### config.mk
export PLATFORM = sky130hd
export DESIGN_NAME = smr_seq
export DESIGN_NICKNAME = d
export VERILOG_FILES = /design/src/include/smr_pkg.sv /design/src/design/smr_wait_cnt.sv /design/src/design/smr_rst_sync.sv /design/src/design/smr_seq.sv
export VERILOG_INCLUDE_DIRS = /design/src /design/src/include
export SDC_FILE = /design/constraint.sdc
export NUM_CORES = 1
export LEC_CHECK = 0
export BUFFER_PORTS_ARGS = -buffer_cell sky130_fd_sc_hd__buf_2
export CORE_MARGIN = 5
export CORE_UTILIZATION = 30
export CTS_BUF_LIST = sky130_fd_sc_hd__clkbuf_16
export DETAILED_ROUTE_END_ITERATION = 8
export HOLD_SLACK_MARGIN = 0.08
export PLACE_DENSITY = 0.5
export SYNTH_ARGS = -nofsm -noshare
export SYNTH_HDL_FRONTEND = slang
export SYNTH_HIERARCHICAL = 1
export SYNTH_SLANG_ARGS = --single-unit
### constraint.sdc
create_clock -name ref_clk -period 9.2 [get_ports ref_clk]
set_input_delay 0.92 -clock ref_clk [delete_from_list [all_inputs] [get_ports ref_clk]]
set_output_delay 0.92 -clock ref_clk [all_outputs]
set_load 0.005 [all_outputs]
### src/include/smr_regs.svh
`ifndef SMR_REGS_SVH
`define SMR_REGS_SVH
// ----------------------------------------
// Timing figures and derived cycle counts
// ----------------------------------------
`define SMR_CLK_MHZ 40
// Release wait after STOP, in microseconds
`define SMR_STOP_WAIT_MIN_US 17
`define SMR_STOP_WAIT_TYP_US 34
`define SMR_STOP_WAIT_MAX_US 67
// Option byte read wait after reset, in microseconds
`define SMR_OPT_WAIT_MIN_US 277
`define SMR_OPT_WAIT_TYP_US 544
`define SMR_OPT_WAIT_MAX_US 1075
// Least external reset pulse, in microseconds
`define SMR_PIN_LOW_MIN_US 2
// Cycle counts from the typical figures
`define SMR_STOP_WAIT_CYC (`SMR_STOP_WAIT_TYP_US * `SMR_CLK_MHZ)
`define SMR_OPT_WAIT_CYC (`SMR_OPT_WAIT_TYP_US * `SMR_CLK_MHZ)
// Reset value of the oscillator settle select field
`define SMR_OSC_SEL_RST 2'h0
// Reset vector byte addresses
`define SMR_VEC_LO_ADDR 16'h0000
`define SMR_VEC_HI_ADDR 16'h0001
`endif

### src/include/smr_pkg.sv
`default_nettype none
// ----------------------------------------
// Types shared by the sequencer
// ----------------------------------------
package smr_pkg;
	// Sequencer states, one-hot
	typedef enum logic [5:0] {
		SMR_RESET = 6'h01,
		SMR_OPT = 6'h02,
		SMR_SETTLE = 6'h04,
		SMR_RUN = 6'h08,
		SMR_STOP = 6'h10,
		SMR_WAKE = 6'h20
	} smr_state_e;
	// What the core does when released from STOP
	typedef enum logic [1:0] {
		SMR_RES_NONE = 2'h0,
		SMR_RES_NEXT = 2'h1,
		SMR_RES_VECTOR = 2'h2
	} smr_resume_e;
	// Reset source group
	typedef struct packed {
		logic pin_low;
		logic wdt_ovf;
		logic power_on_clear;
		logic lvd_low;
	} smr_rst_src_s;
	// Peripheral run enables during any state
	typedef struct packed {
		logic sys_osc_run;
		logic slow_osc_run;
		logic cpu_run;
		logic tmr16_run;
		logic adc_run;
		logic tmr8_run;
	} smr_run_s;
endpackage : smr_pkg
`default_nettype wire

### src/design/smr_wait_cnt.sv
`include "smr_regs.svh"
`default_nettype none
// ----------------------------------------
// Loadable down counter, done pulses when one count remains
// ----------------------------------------
module smr_wait_cnt #(
	parameter int W = 16
) (
	input wire logic ref_clk,
	input wire logic rst_b,
	input wire logic load,
	input wire logic [W-1:0] load_val,
	output logic busy,
	output logic done
);
	logic [W-1:0] cnt_r; // Remaining cycles
	logic busy_r;
	// Load wins over counting so a restart is never missed
	always_ff @(posedge ref_clk or negedge rst_b) begin
		if (!rst_b) begin
			cnt_r <= '0;
			busy_r <= 1'b0;
		end else if (load) begin
			cnt_r <= load_val;
			busy_r <= 1'b1;
		end else if (busy_r) begin
			cnt_r <= cnt_r - W'(1);
			busy_r <= (cnt_r != W'(1));
		end
	end
	assign busy = busy_r;
	assign done = busy_r && (cnt_r == W'(1)) && !load;
endmodule : smr_wait_cnt
`default_nettype wire

### src/design/smr_rst_sync.sv
`default_nettype none
// ----------------------------------------
// Reset merge: rst_b asserts async, sources assert at the next edge; sync release
// ----------------------------------------
module smr_rst_sync (
	input wire logic ref_clk,
	input wire logic rst_b,
	input wire logic any_src,
	output logic int_rst
);
	logic meta_r; // First stage, read only by the second
	logic sync_r;
	// Any source holds reset; release crosses two flops
	always_ff @(posedge ref_clk or negedge rst_b) begin
		if (!rst_b) begin
			meta_r <= 1'b1;
			sync_r <= 1'b1;
		end else begin
			meta_r <= any_src;
			sync_r <= meta_r | any_src;
		end
	end
	assign int_rst = sync_r;
endmodule : smr_rst_sync
`default_nettype wire

### src/design/smr_seq.sv
`include "smr_regs.svh"
`default_nettype none
// Notes on behaviour
// - Stop instruction enters STOP standby
// - Pending unmasked request cancels stop immediately
// - Fixed wait, plus crystal settle, leaving STOP
// - Clock and CPU halt, port latches hold
// - 16-bit timer, ADC, fast 8-bit timer stop
// - Slow-clocked 8-bit timer runs unless stopped
// - Wake interrupt: settle, then vector or next
// - Mask and enable decide hold, next, vector
// - Reset in STOP releases, then reset processing
// - Option byte read wait after reset release
// - Four reset sources: pin, watchdog, supply detectors
// - All resets alike, vector at 0000H/0001H
// - Pins high impedance, dedicated pin low
// - Pin reset holds while low, releases high
// - Watchdog reset releases itself
// - Supply detector resets release above threshold
// - Both oscillators stop during reset
// - Input-only reset pin low re-resets early
// - Watchdog reset also resets the watchdog
module smr_seq #(
	parameter int NIRQ = 8,
	parameter int STOP_WAIT_CYC = `SMR_STOP_WAIT_CYC,
	parameter int OPT_WAIT_CYC = `SMR_OPT_WAIT_CYC,
	parameter int SETTLE_W = 20
) (
	input wire logic ref_clk,
	input wire logic rst_b,
	// Core side
	input wire logic stop_instr,
	input wire logic [NIRQ-1:0] irq_req_flag,
	input wire logic [NIRQ-1:0] irq_mask_flag,
	input wire logic global_irq_enable,
	// Clock configuration
	input wire logic crystal_sel,
	input wire logic [SETTLE_W-1:0] osc_settle_cycles,
	input wire logic slow_osc_stoppable,
	input wire logic slow_osc_sw_stop,
	input wire logic tmr8_on_slow_clk,
	// Reset sources, grouped
	input wire smr_pkg::smr_rst_src_s rst_src,
	input wire logic reset_pin_as_input,
	// Outputs
	output logic cpu_hold,
	output logic resume_next,
	output logic resume_vector,
	output logic [15:0] vec_fetch_addr,
	output logic port_latch_hold,
	output logic pins_hiz,
	output logic low_during_reset_pin,
	output logic low_during_reset_pin_oe,
	output logic wdt_reset,
	output logic in_stop,
	output var smr_pkg::smr_run_s run
);
	// ----------------------------------------
	// Declarations
	// ----------------------------------------
	localparam int CW = 32;
	smr_pkg::smr_state_e state_r, state_nxt; // Sequencer state
	smr_pkg::smr_resume_e res_r, res_nxt; // Chosen resume path
	logic wdt_seen_r, wdt_seen_nxt; // Watchdog caused the last reset
	logic early_r, early_nxt; // Window where input-only pin can re-reset
	logic [SETTLE_W-1:0] settle_r, settle_nxt; // Settle countdown
	logic any_src; // Any reset source active
	logic int_rst; // Merged, synchronised reset
	logic wake_req; // Some request pending and unmasked
	logic pin_rereset; // Early low on the input-only pin
	logic load_opt, load_stop; // Timer starts
	logic tmr_load;
	logic [CW-1:0] tmr_val;
	logic tmr_busy, tmr_done;
	logic cpu_hold_r, res_next_r, res_vec_r, hiz_r, p_low_r, wdt_r, stop_r;
	logic [15:0] vec_r;
	smr_pkg::smr_run_s run_r, run_nxt;

	// ----------------------------------------
	// Reset merge
	// ----------------------------------------
	// Pin-as-input only resets inside the early window
	assign pin_rereset = reset_pin_as_input && early_r && rst_src.pin_low;
	// Four sources, each treated alike unless the pin is input-only
	assign any_src = (rst_src.pin_low && !reset_pin_as_input) || rst_src.wdt_ovf ||
		rst_src.power_on_clear || rst_src.lvd_low || pin_rereset;
	smr_rst_sync u_sync (
		.ref_clk(ref_clk),
		.rst_b(rst_b),
		.any_src(any_src),
		.int_rst(int_rst)
	);

	// ----------------------------------------
	// Shared wait counter
	// ----------------------------------------
	// Unmasked pending request, reduction over all sources
	function automatic logic pending(input logic [NIRQ-1:0] rq, input logic [NIRQ-1:0] mk);
		pending = |(rq & ~mk);
	endfunction : pending
	assign wake_req = pending(irq_req_flag, irq_mask_flag);
	assign load_opt = (state_r == smr_pkg::SMR_RESET) && !int_rst;
	assign load_stop = (state_r == smr_pkg::SMR_STOP) && wake_req && !int_rst;
	assign tmr_load = load_opt || load_stop;
	assign tmr_val = load_opt ? CW'(OPT_WAIT_CYC) : CW'(STOP_WAIT_CYC);
	smr_wait_cnt #(.W(CW)) u_wait (
		.ref_clk(ref_clk),
		.rst_b(rst_b),
		.load(tmr_load),
		.load_val(tmr_val),
		.busy(tmr_busy),
		.done(tmr_done)
	);

	// ----------------------------------------
	// Next-state logic
	// ----------------------------------------
	always_comb begin
		state_nxt = state_r;
		res_nxt = res_r;
		wdt_seen_nxt = wdt_seen_r;
		early_nxt = early_r;
		settle_nxt = settle_r;
		if (int_rst) begin
			// Any reset, including one during STOP, restarts the sequence
			state_nxt = smr_pkg::SMR_RESET;
			res_nxt = smr_pkg::SMR_RES_NONE;
			// Cause is taken fresh at reset entry, so an old watchdog flag never leaks
			wdt_seen_nxt = rst_src.wdt_ovf ||
				(wdt_seen_r && (state_r == smr_pkg::SMR_RESET));
			early_nxt = 1'b1;
		end else begin
			case (state_r)
				smr_pkg::SMR_RESET: begin
					state_nxt = smr_pkg::SMR_OPT;
				end
				smr_pkg::SMR_OPT: begin
					if (tmr_done) begin
						// Option byte read; the early re-reset window closes
						early_nxt = 1'b0;
						settle_nxt = osc_settle_cycles;
						state_nxt = crystal_sel ? smr_pkg::SMR_SETTLE : smr_pkg::SMR_RUN;
					end
				end
				smr_pkg::SMR_SETTLE: begin
					// Crystal settle; a zero setting takes one cycle, like a setting of one
					if (settle_r <= SETTLE_W'(1)) begin
						state_nxt = smr_pkg::SMR_RUN;
					end else begin
						settle_nxt = settle_r - SETTLE_W'(1);
					end
				end
				smr_pkg::SMR_RUN: begin
					res_nxt = smr_pkg::SMR_RES_NONE;
					// Stop refused when an unmasked request waits
					if (stop_instr && !wake_req) begin
						state_nxt = smr_pkg::SMR_STOP;
					end
				end
				smr_pkg::SMR_STOP: begin
					// Masked requests keep STOP
					if (wake_req) begin
						res_nxt = global_irq_enable ? smr_pkg::SMR_RES_VECTOR :
							smr_pkg::SMR_RES_NEXT;
						state_nxt = smr_pkg::SMR_WAKE;
					end
				end
				smr_pkg::SMR_WAKE: begin
					if (tmr_done) begin
						settle_nxt = osc_settle_cycles;
						state_nxt = crystal_sel ? smr_pkg::SMR_SETTLE : smr_pkg::SMR_RUN;
					end
				end
				default: begin
					state_nxt = smr_pkg::SMR_RESET;
				end
			endcase
		end
	end

	// ----------------------------------------
	// Run enables for the clocked blocks
	// ----------------------------------------
	logic in_rst_phase, stopped, slow_ok;
	assign in_rst_phase = (state_nxt == smr_pkg::SMR_RESET);
	assign stopped = (state_nxt == smr_pkg::SMR_STOP) || (state_nxt == smr_pkg::SMR_WAKE);
	// Slow oscillator runs unless software may stop it and did
	assign slow_ok = !(slow_osc_stoppable && slow_osc_sw_stop);
	always_comb begin
		run_nxt.sys_osc_run = !in_rst_phase && !stopped;
		run_nxt.slow_osc_run = !in_rst_phase && slow_ok;
		run_nxt.cpu_run = (state_nxt == smr_pkg::SMR_RUN);
		run_nxt.tmr16_run = !stopped && !in_rst_phase;
		run_nxt.adc_run = !stopped && !in_rst_phase;
		// Slow-clocked timer survives STOP; the fast one does not
		run_nxt.tmr8_run = tmr8_on_slow_clk ? (slow_ok && !in_rst_phase) :
			(!stopped && !in_rst_phase);
	end

	// ----------------------------------------
	// State registers
	// ----------------------------------------
	always_ff @(posedge ref_clk or negedge rst_b) begin
		if (!rst_b) begin
			state_r <= smr_pkg::SMR_RESET;
			res_r <= smr_pkg::SMR_RES_NONE;
			wdt_seen_r <= 1'b0;
			early_r <= 1'b1;
			settle_r <= '0;
		end else begin
			state_r <= state_nxt;
			res_r <= res_nxt;
			wdt_seen_r <= wdt_seen_nxt;
			early_r <= early_nxt;
			settle_r <= settle_nxt;
		end
	end

	// ----------------------------------------
	// Registered outputs
	// ----------------------------------------
	logic hiz_nxt;
	// Pins float through reset, option read and post-reset settle
	assign hiz_nxt = (state_nxt == smr_pkg::SMR_RESET) || (state_nxt == smr_pkg::SMR_OPT) ||
		((state_nxt == smr_pkg::SMR_SETTLE) && early_nxt == 1'b0 &&
		(state_r == smr_pkg::SMR_OPT || hiz_r));
	always_ff @(posedge ref_clk or negedge rst_b) begin
		if (!rst_b) begin
			cpu_hold_r <= 1'b1;
			res_next_r <= 1'b0;
			res_vec_r <= 1'b0;
			vec_r <= `SMR_VEC_LO_ADDR;
			hiz_r <= 1'b1;
			p_low_r <= 1'b1;
			wdt_r <= 1'b0;
			stop_r <= 1'b0;
			run_r <= '0;
		end else begin
			cpu_hold_r <= (state_nxt != smr_pkg::SMR_RUN);
			// One-cycle resume pulses when the CPU restarts after STOP
			res_next_r <= (state_nxt == smr_pkg::SMR_RUN) && (state_r != smr_pkg::SMR_RUN) &&
				(res_r == smr_pkg::SMR_RES_NEXT);
			res_vec_r <= (state_nxt == smr_pkg::SMR_RUN) && (state_r != smr_pkg::SMR_RUN) &&
				(res_r == smr_pkg::SMR_RES_VECTOR);
			// Fetch address points at the reset vector low byte while held
			vec_r <= `SMR_VEC_LO_ADDR;
			hiz_r <= hiz_nxt;
			p_low_r <= hiz_nxt;
			wdt_r <= int_rst && wdt_seen_nxt;
			stop_r <= stopped;
			run_r <= run_nxt;
		end
	end
	assign cpu_hold = cpu_hold_r;
	assign resume_next = res_next_r;
	assign resume_vector = res_vec_r;
	assign vec_fetch_addr = vec_r;
	assign pins_hiz = hiz_r;
	assign port_latch_hold = stop_r;
	// Dedicated pin driven low while the others float
	assign low_during_reset_pin = 1'b0;
	assign low_during_reset_pin_oe = p_low_r;
	assign wdt_reset = wdt_r;
	assign in_stop = stop_r;
	assign run = run_r;

	// ----------------------------------------
	// Assertions
	// ----------------------------------------
	property p_stop_entry;
		@(posedge ref_clk) disable iff (!rst_b || int_rst)
		(state_r == smr_pkg::SMR_RUN && stop_instr && !wake_req) |=> (state_r == smr_pkg::SMR_STOP);
	endproperty
	a_stop_entry: assert property (p_stop_entry) else $error("stop not entered");
	property p_stop_refused;
		@(posedge ref_clk) disable iff (!rst_b || int_rst)
		(state_r == smr_pkg::SMR_RUN && wake_req) |=> (state_r != smr_pkg::SMR_STOP);
	endproperty
	a_stop_refused: assert property (p_stop_refused) else $error("stop taken with request");
	property p_masked_hold;
		@(posedge ref_clk) disable iff (!rst_b || int_rst)
		(state_r == smr_pkg::SMR_STOP && !wake_req) |=> (state_r == smr_pkg::SMR_STOP);
	endproperty
	a_masked_hold: assert property (p_masked_hold) else $error("masked request left stop");
	property p_wake_path;
		@(posedge ref_clk) disable iff (!rst_b || int_rst)
		(state_r == smr_pkg::SMR_STOP && wake_req && global_irq_enable) |=>
		(res_r == smr_pkg::SMR_RES_VECTOR);
	endproperty
	a_wake_path: assert property (p_wake_path) else $error("vector path not chosen");
	property p_stop_halts;
		@(posedge ref_clk) disable iff (!rst_b)
		in_stop |-> (!run.cpu_run && !run.sys_osc_run && !run.adc_run && !run.tmr16_run);
	endproperty
	a_stop_halts: assert property (p_stop_halts) else $error("block runs in stop");
	property p_rst_osc;
		@(posedge ref_clk) disable iff (!rst_b)
		(state_r == smr_pkg::SMR_RESET) |-> (!run.sys_osc_run && !run.slow_osc_run);
	endproperty
	a_rst_osc: assert property (p_rst_osc) else $error("oscillator runs in reset");
	property p_reset_in_stop;
		@(posedge ref_clk) disable iff (!rst_b)
		(state_r == smr_pkg::SMR_STOP && int_rst) |=> (state_r == smr_pkg::SMR_RESET);
	endproperty
	a_reset_in_stop: assert property (p_reset_in_stop) else $error("reset left stop held");
	property p_hiz_pin;
		@(posedge ref_clk) disable iff (!rst_b)
		pins_hiz |-> low_during_reset_pin_oe;
	endproperty
	a_hiz_pin: assert property (p_hiz_pin) else $error("dedicated pin not driven");
	property p_opt_hold;
		@(posedge ref_clk) disable iff (!rst_b)
		(state_r == smr_pkg::SMR_OPT) |-> cpu_hold;
	endproperty
	a_opt_hold: assert property (p_opt_hold) else $error("cpu runs in option read");
	property p_rst_hiz;
		@(posedge ref_clk) disable iff (!rst_b)
		(state_r == smr_pkg::SMR_RESET || state_r == smr_pkg::SMR_OPT) |->
		(pins_hiz && low_during_reset_pin_oe && cpu_hold);
	endproperty
	a_rst_hiz: assert property (p_rst_hiz) else $error("pins driven in reset");
	property p_wait_busy;
		@(posedge ref_clk) disable iff (!rst_b)
		(state_r == smr_pkg::SMR_OPT || state_r == smr_pkg::SMR_WAKE) |-> tmr_busy;
	endproperty
	a_wait_busy: assert property (p_wait_busy) else $error("wait counter idle");
endmodule : smr_seq
`default_nettype wire

==> flow_summary_export.csv <==
group,metric,value,unit
critical_path,rrSetupSlack,5.39,ns
synthesis,yosysTopAreaCell,"dfrtp_1",
floorplan,fp.dieW,135,µm
drt,final_antenna_net_count,0,
synthesis,ys_types,74,
timing,timing.final.crit_share,41.5,%
power_and_ir_drop,intPower,0.000654,W
critical_path,worstPathArrival,4.05,ns
power_and_ir_drop,cellPowerDensity,174,nW/µm²
timing,tns,0,ns
place,portBuffers,62,
timing,clock_skew,0.00944,ns
outcome,status,"complete, no violations",
synthesis,async_reset_ff_share,100,%
power_and_ir_drop,power.switching,0.000293,W
critical_path,crit_type,"register to register",
synthesis,synth_seq_area_share,40.3,%
cts,cts_made_buffers,9,
global_route,grt_use_total,12.8,%
timing,final-max-slew-violation-count,0,
cts,cts-htree-levels,3,
power_and_ir_drop,combPwrFrac,15.0,%
critical_path,crit_fanout,29,
layout,layout.nets,639,
layout,design_area,5450,µm²
drt,drt-initial-drc-count,206,
synthesis,syn-cell-area,4680,µm²
power_and_ir_drop,pwr-share-clk,39.4,%
global_route,grt_pass1_vias,3850,
synthesis,synth_area_leaders,"dfrtp_1 (37%), nor2_1 (4.0%), buf_4 (3.5%), dfstp_2 (3.4%), or4_1 (3.4%)",
floorplan,die-area,18200,µm²
synthesis,synth_ff_type,"dfrtp_1",
synthesis,avgSynthCellArea,9.08,µm²
layout,n_antenna_cell,0,
cts,clkSinkCount,75,
power_and_ir_drop,seqPwrFrac,45.6,%
drt,wirelength,11500,µm
cts,post-cts-setup-buffers,0,
synthesis,synth-edff-count,0,
cts,cts_hold_buffers,0,
floorplan,core-area,15300,µm²
critical_path,end_kind,"register",
place,dp_cells,786,
min_path,hold_class,"register to register",
global_route,grt_pass1_wl,19100,µm
timing,slew_headroom,32.4,%
power_and_ir_drop,swShare,30.9,%
synthesis,synth_commonest_cells,"dfrtp_1 (69), nor2_1 (50), nand2_1 (37)",
place,dpl-instance-area,5140,µm²
cts,cts_tree,"done",
cts,clock-root-buffer,"clkbuf_16",
floorplan,ios,80,
timing,fmax,0.262,GHz
cts,clkTransAtPathRegs,0.07,ns
place,gp_congestion,0.759,
flow_run,max-cap-violations,0,
global_route,antenna_found_initial,0,
floorplan,die_y,135,µm
critical_path,required,9.43,ns
power_and_ir_drop,p_leak,2.13,nW
drt,viasPerCell,4.98,
timing,whs,0.504,ns
synthesis,synth_seq_cells,75,
synthesis,yosysWarnings,6,
timing,setup_viol,0,
critical_path,cp-start-kind,"register",
timing,rsz0062_at_grt,"false",
floorplan,initial_core_util,30.6,%
layout,final_cells,802,
cts,insertion_delay,0.35,ns
place,dpl.hpwl,7800,µm
global_route,overflow,0,
drt,vias,3995,
global_route,grt_max_degree,76,
cts,clockBufferDepth,2,
synthesis,syn_inst,515,
drt,drtPass1Iterations,4,
timing,finalHoldViolCount,0,
synthesis,yosysMostFrequentCell,"dfrtp_1",
drt,post_drt_wl_per_cell,14.3,µm
power_and_ir_drop,ir_drop,76.9,µV
layout,drive_gt1_share,19.6,%
floorplan,std_cell_rows,45,
timing,finalCriticalPeriod,3.81,ns
layout,syn_to_final_growth,16.5,%
synthesis,synth.top_cell.area_share,36.9,%
timing,tightestPinTransition,1.01,ns
cts,post_cts_resized,0,
layout,fillerInstances,1574,
drt,drc,0,
-- cell usage in the layout (no fill, tap or decap), types with 8 or more instances in the layout --
| cell type | netlist | routed |
|---|---|---|
| a21oi_1 | 13 | 12 |
| inv_1 | 9 | 9 |
| buf_2 | 5 | 61 |
| or3_1 | 9 | 9 |
| nand2b_1 | 12 | 12 |
| a31oi_1 | 19 | 19 |
| a2bb2oi_1 | 8 | 8 |
| o21ai_0 | 28 | 28 |
| nor2_1 | 50 | 50 |
| dfrtp_1 | 69 | 69 |
| nand3_1 | 10 | 10 |
| xor2_1 | 10 | 10 |
| or4_1 | 21 | 21 |
| conb_1 | 2 | 45 |
| nor4_1 | 8 | 8 |
| nor3_1 | 22 | 21 |
| clkbuf_16 | 0 | 9 |
| nand2_1 | 37 | 37 |
| o31ai_1 | 20 | 20 |
| nand4b_1 | 8 | 8 |
-- logic make-up after synthesis --
group,synth area share (%)
AND/OR/NAND/NOR,28.2
XOR/XNOR,2.81
buffers and inverters,7.60
multiplexers,0.482
AO/OA/AOI/OAI,19.4
flip-flops,40.3
adder cells (fa/ha/maj),1.07
other,0.161
-- final timing paths --
kind,to,cells past startpoint,from
min reg2reg,wdt_seen_r$_DFF_PN0_,1,wdt_seen_r$_DFF_PN0_
min,wdt_seen_r$_DFF_PN0_,1,wdt_seen_r$_DFF_PN0_
min in group asynchronous,u_wait/cnt_r[24]$_DFFE_PN0P_,1,rst_b
max in group asynchronous,settle_r[9]$_DFFE_PN0P_,1,rst_b
max,settle_r[1]$_DFFE_PN0P_,9,u_wait/cnt_r[8]$_DFFE_PN0P_
max reg2reg,settle_r[1]$_DFFE_PN0P_,9,u_wait/cnt_r[8]$_DFFE_PN0P_
-- registers in the layout, summed over array words and instances, names as in the netlist --
signal and count:
settle_r 20, u_wait/busy 1, wdt_reset 1, in_stop 1, run 4, resume_vector 1, cpu_hold 1, low_during_reset_pin_oe 1
early_r 1, u_sync/int_rst 1, res_r 2, u_wait/cnt_r 32, u_sync/meta_r 1, wdt_seen_r 1, state_r 6, resume_next 1
-- power by group through the flow --
stage,Clock [W],Sequential (W),Combinational (W)
4_1_cts,0.000382,0.000432,0.000144
6_report,0.000373,0.000432,0.000142
3_5_place_dp,0,0.000437,0.000143
2_1_floorplan,0,0.000423,0.000110
3_3_place_gp,0,0.000436,0.000140
5_1_grt,0.000399,0.000441,0.000163
-- critical path, stage by stage (launching register included) --
cell	delay (ns)
dfrtp_1	0.44
nor4_4	0.46
nand4b_1	0.16
buf_4	0.25
or3_1	0.43
nor3b_1	0.60
nor2b_1	0.25
a2bb2oi_2	0.26
nor2_2	0.47
mux2_2	0.39
-- cell type report --
cell class / count / area [µm²] / share of cell area [%]
Sequential cell: 75 / 1880 / 34.6
Clock inverter: 7 / 82.6 / 1.52
Multi-Input combinational cell: 424 / 2610 / 47.9
Inverter: 9 / 33.8 / 0.620
Timing Repair Buffer: 67 / 350 / 6.43
Clock buffer: 9 / 225 / 4.14
Tap cell: 211 / 264 / 4.85
-- metal layers --
layer  vias up  routed length, µm  GRT usage [%]
li1       1994                  -              -
met1      1917               5520           17.0
met2        73               5390           20.8
met3        11                415           3.28
met4         0                130           3.62
met5         -                  0              0
-- stage by stage --
stage	setup slack, ns	utilization [%]	power [W]
2_1_floorplan	5.88	-	0.000532
3_3_place_gp	5.29	33.7	0.000577
3_5_place_dp	5.12	33.7	0.000580
4_1_cts	5.37	35.7	0.000959
5_1_grt	5.07	35.7	0.00100
6_report	5.39	35.7	0.000947
Power figures use the tool's default switching activity.
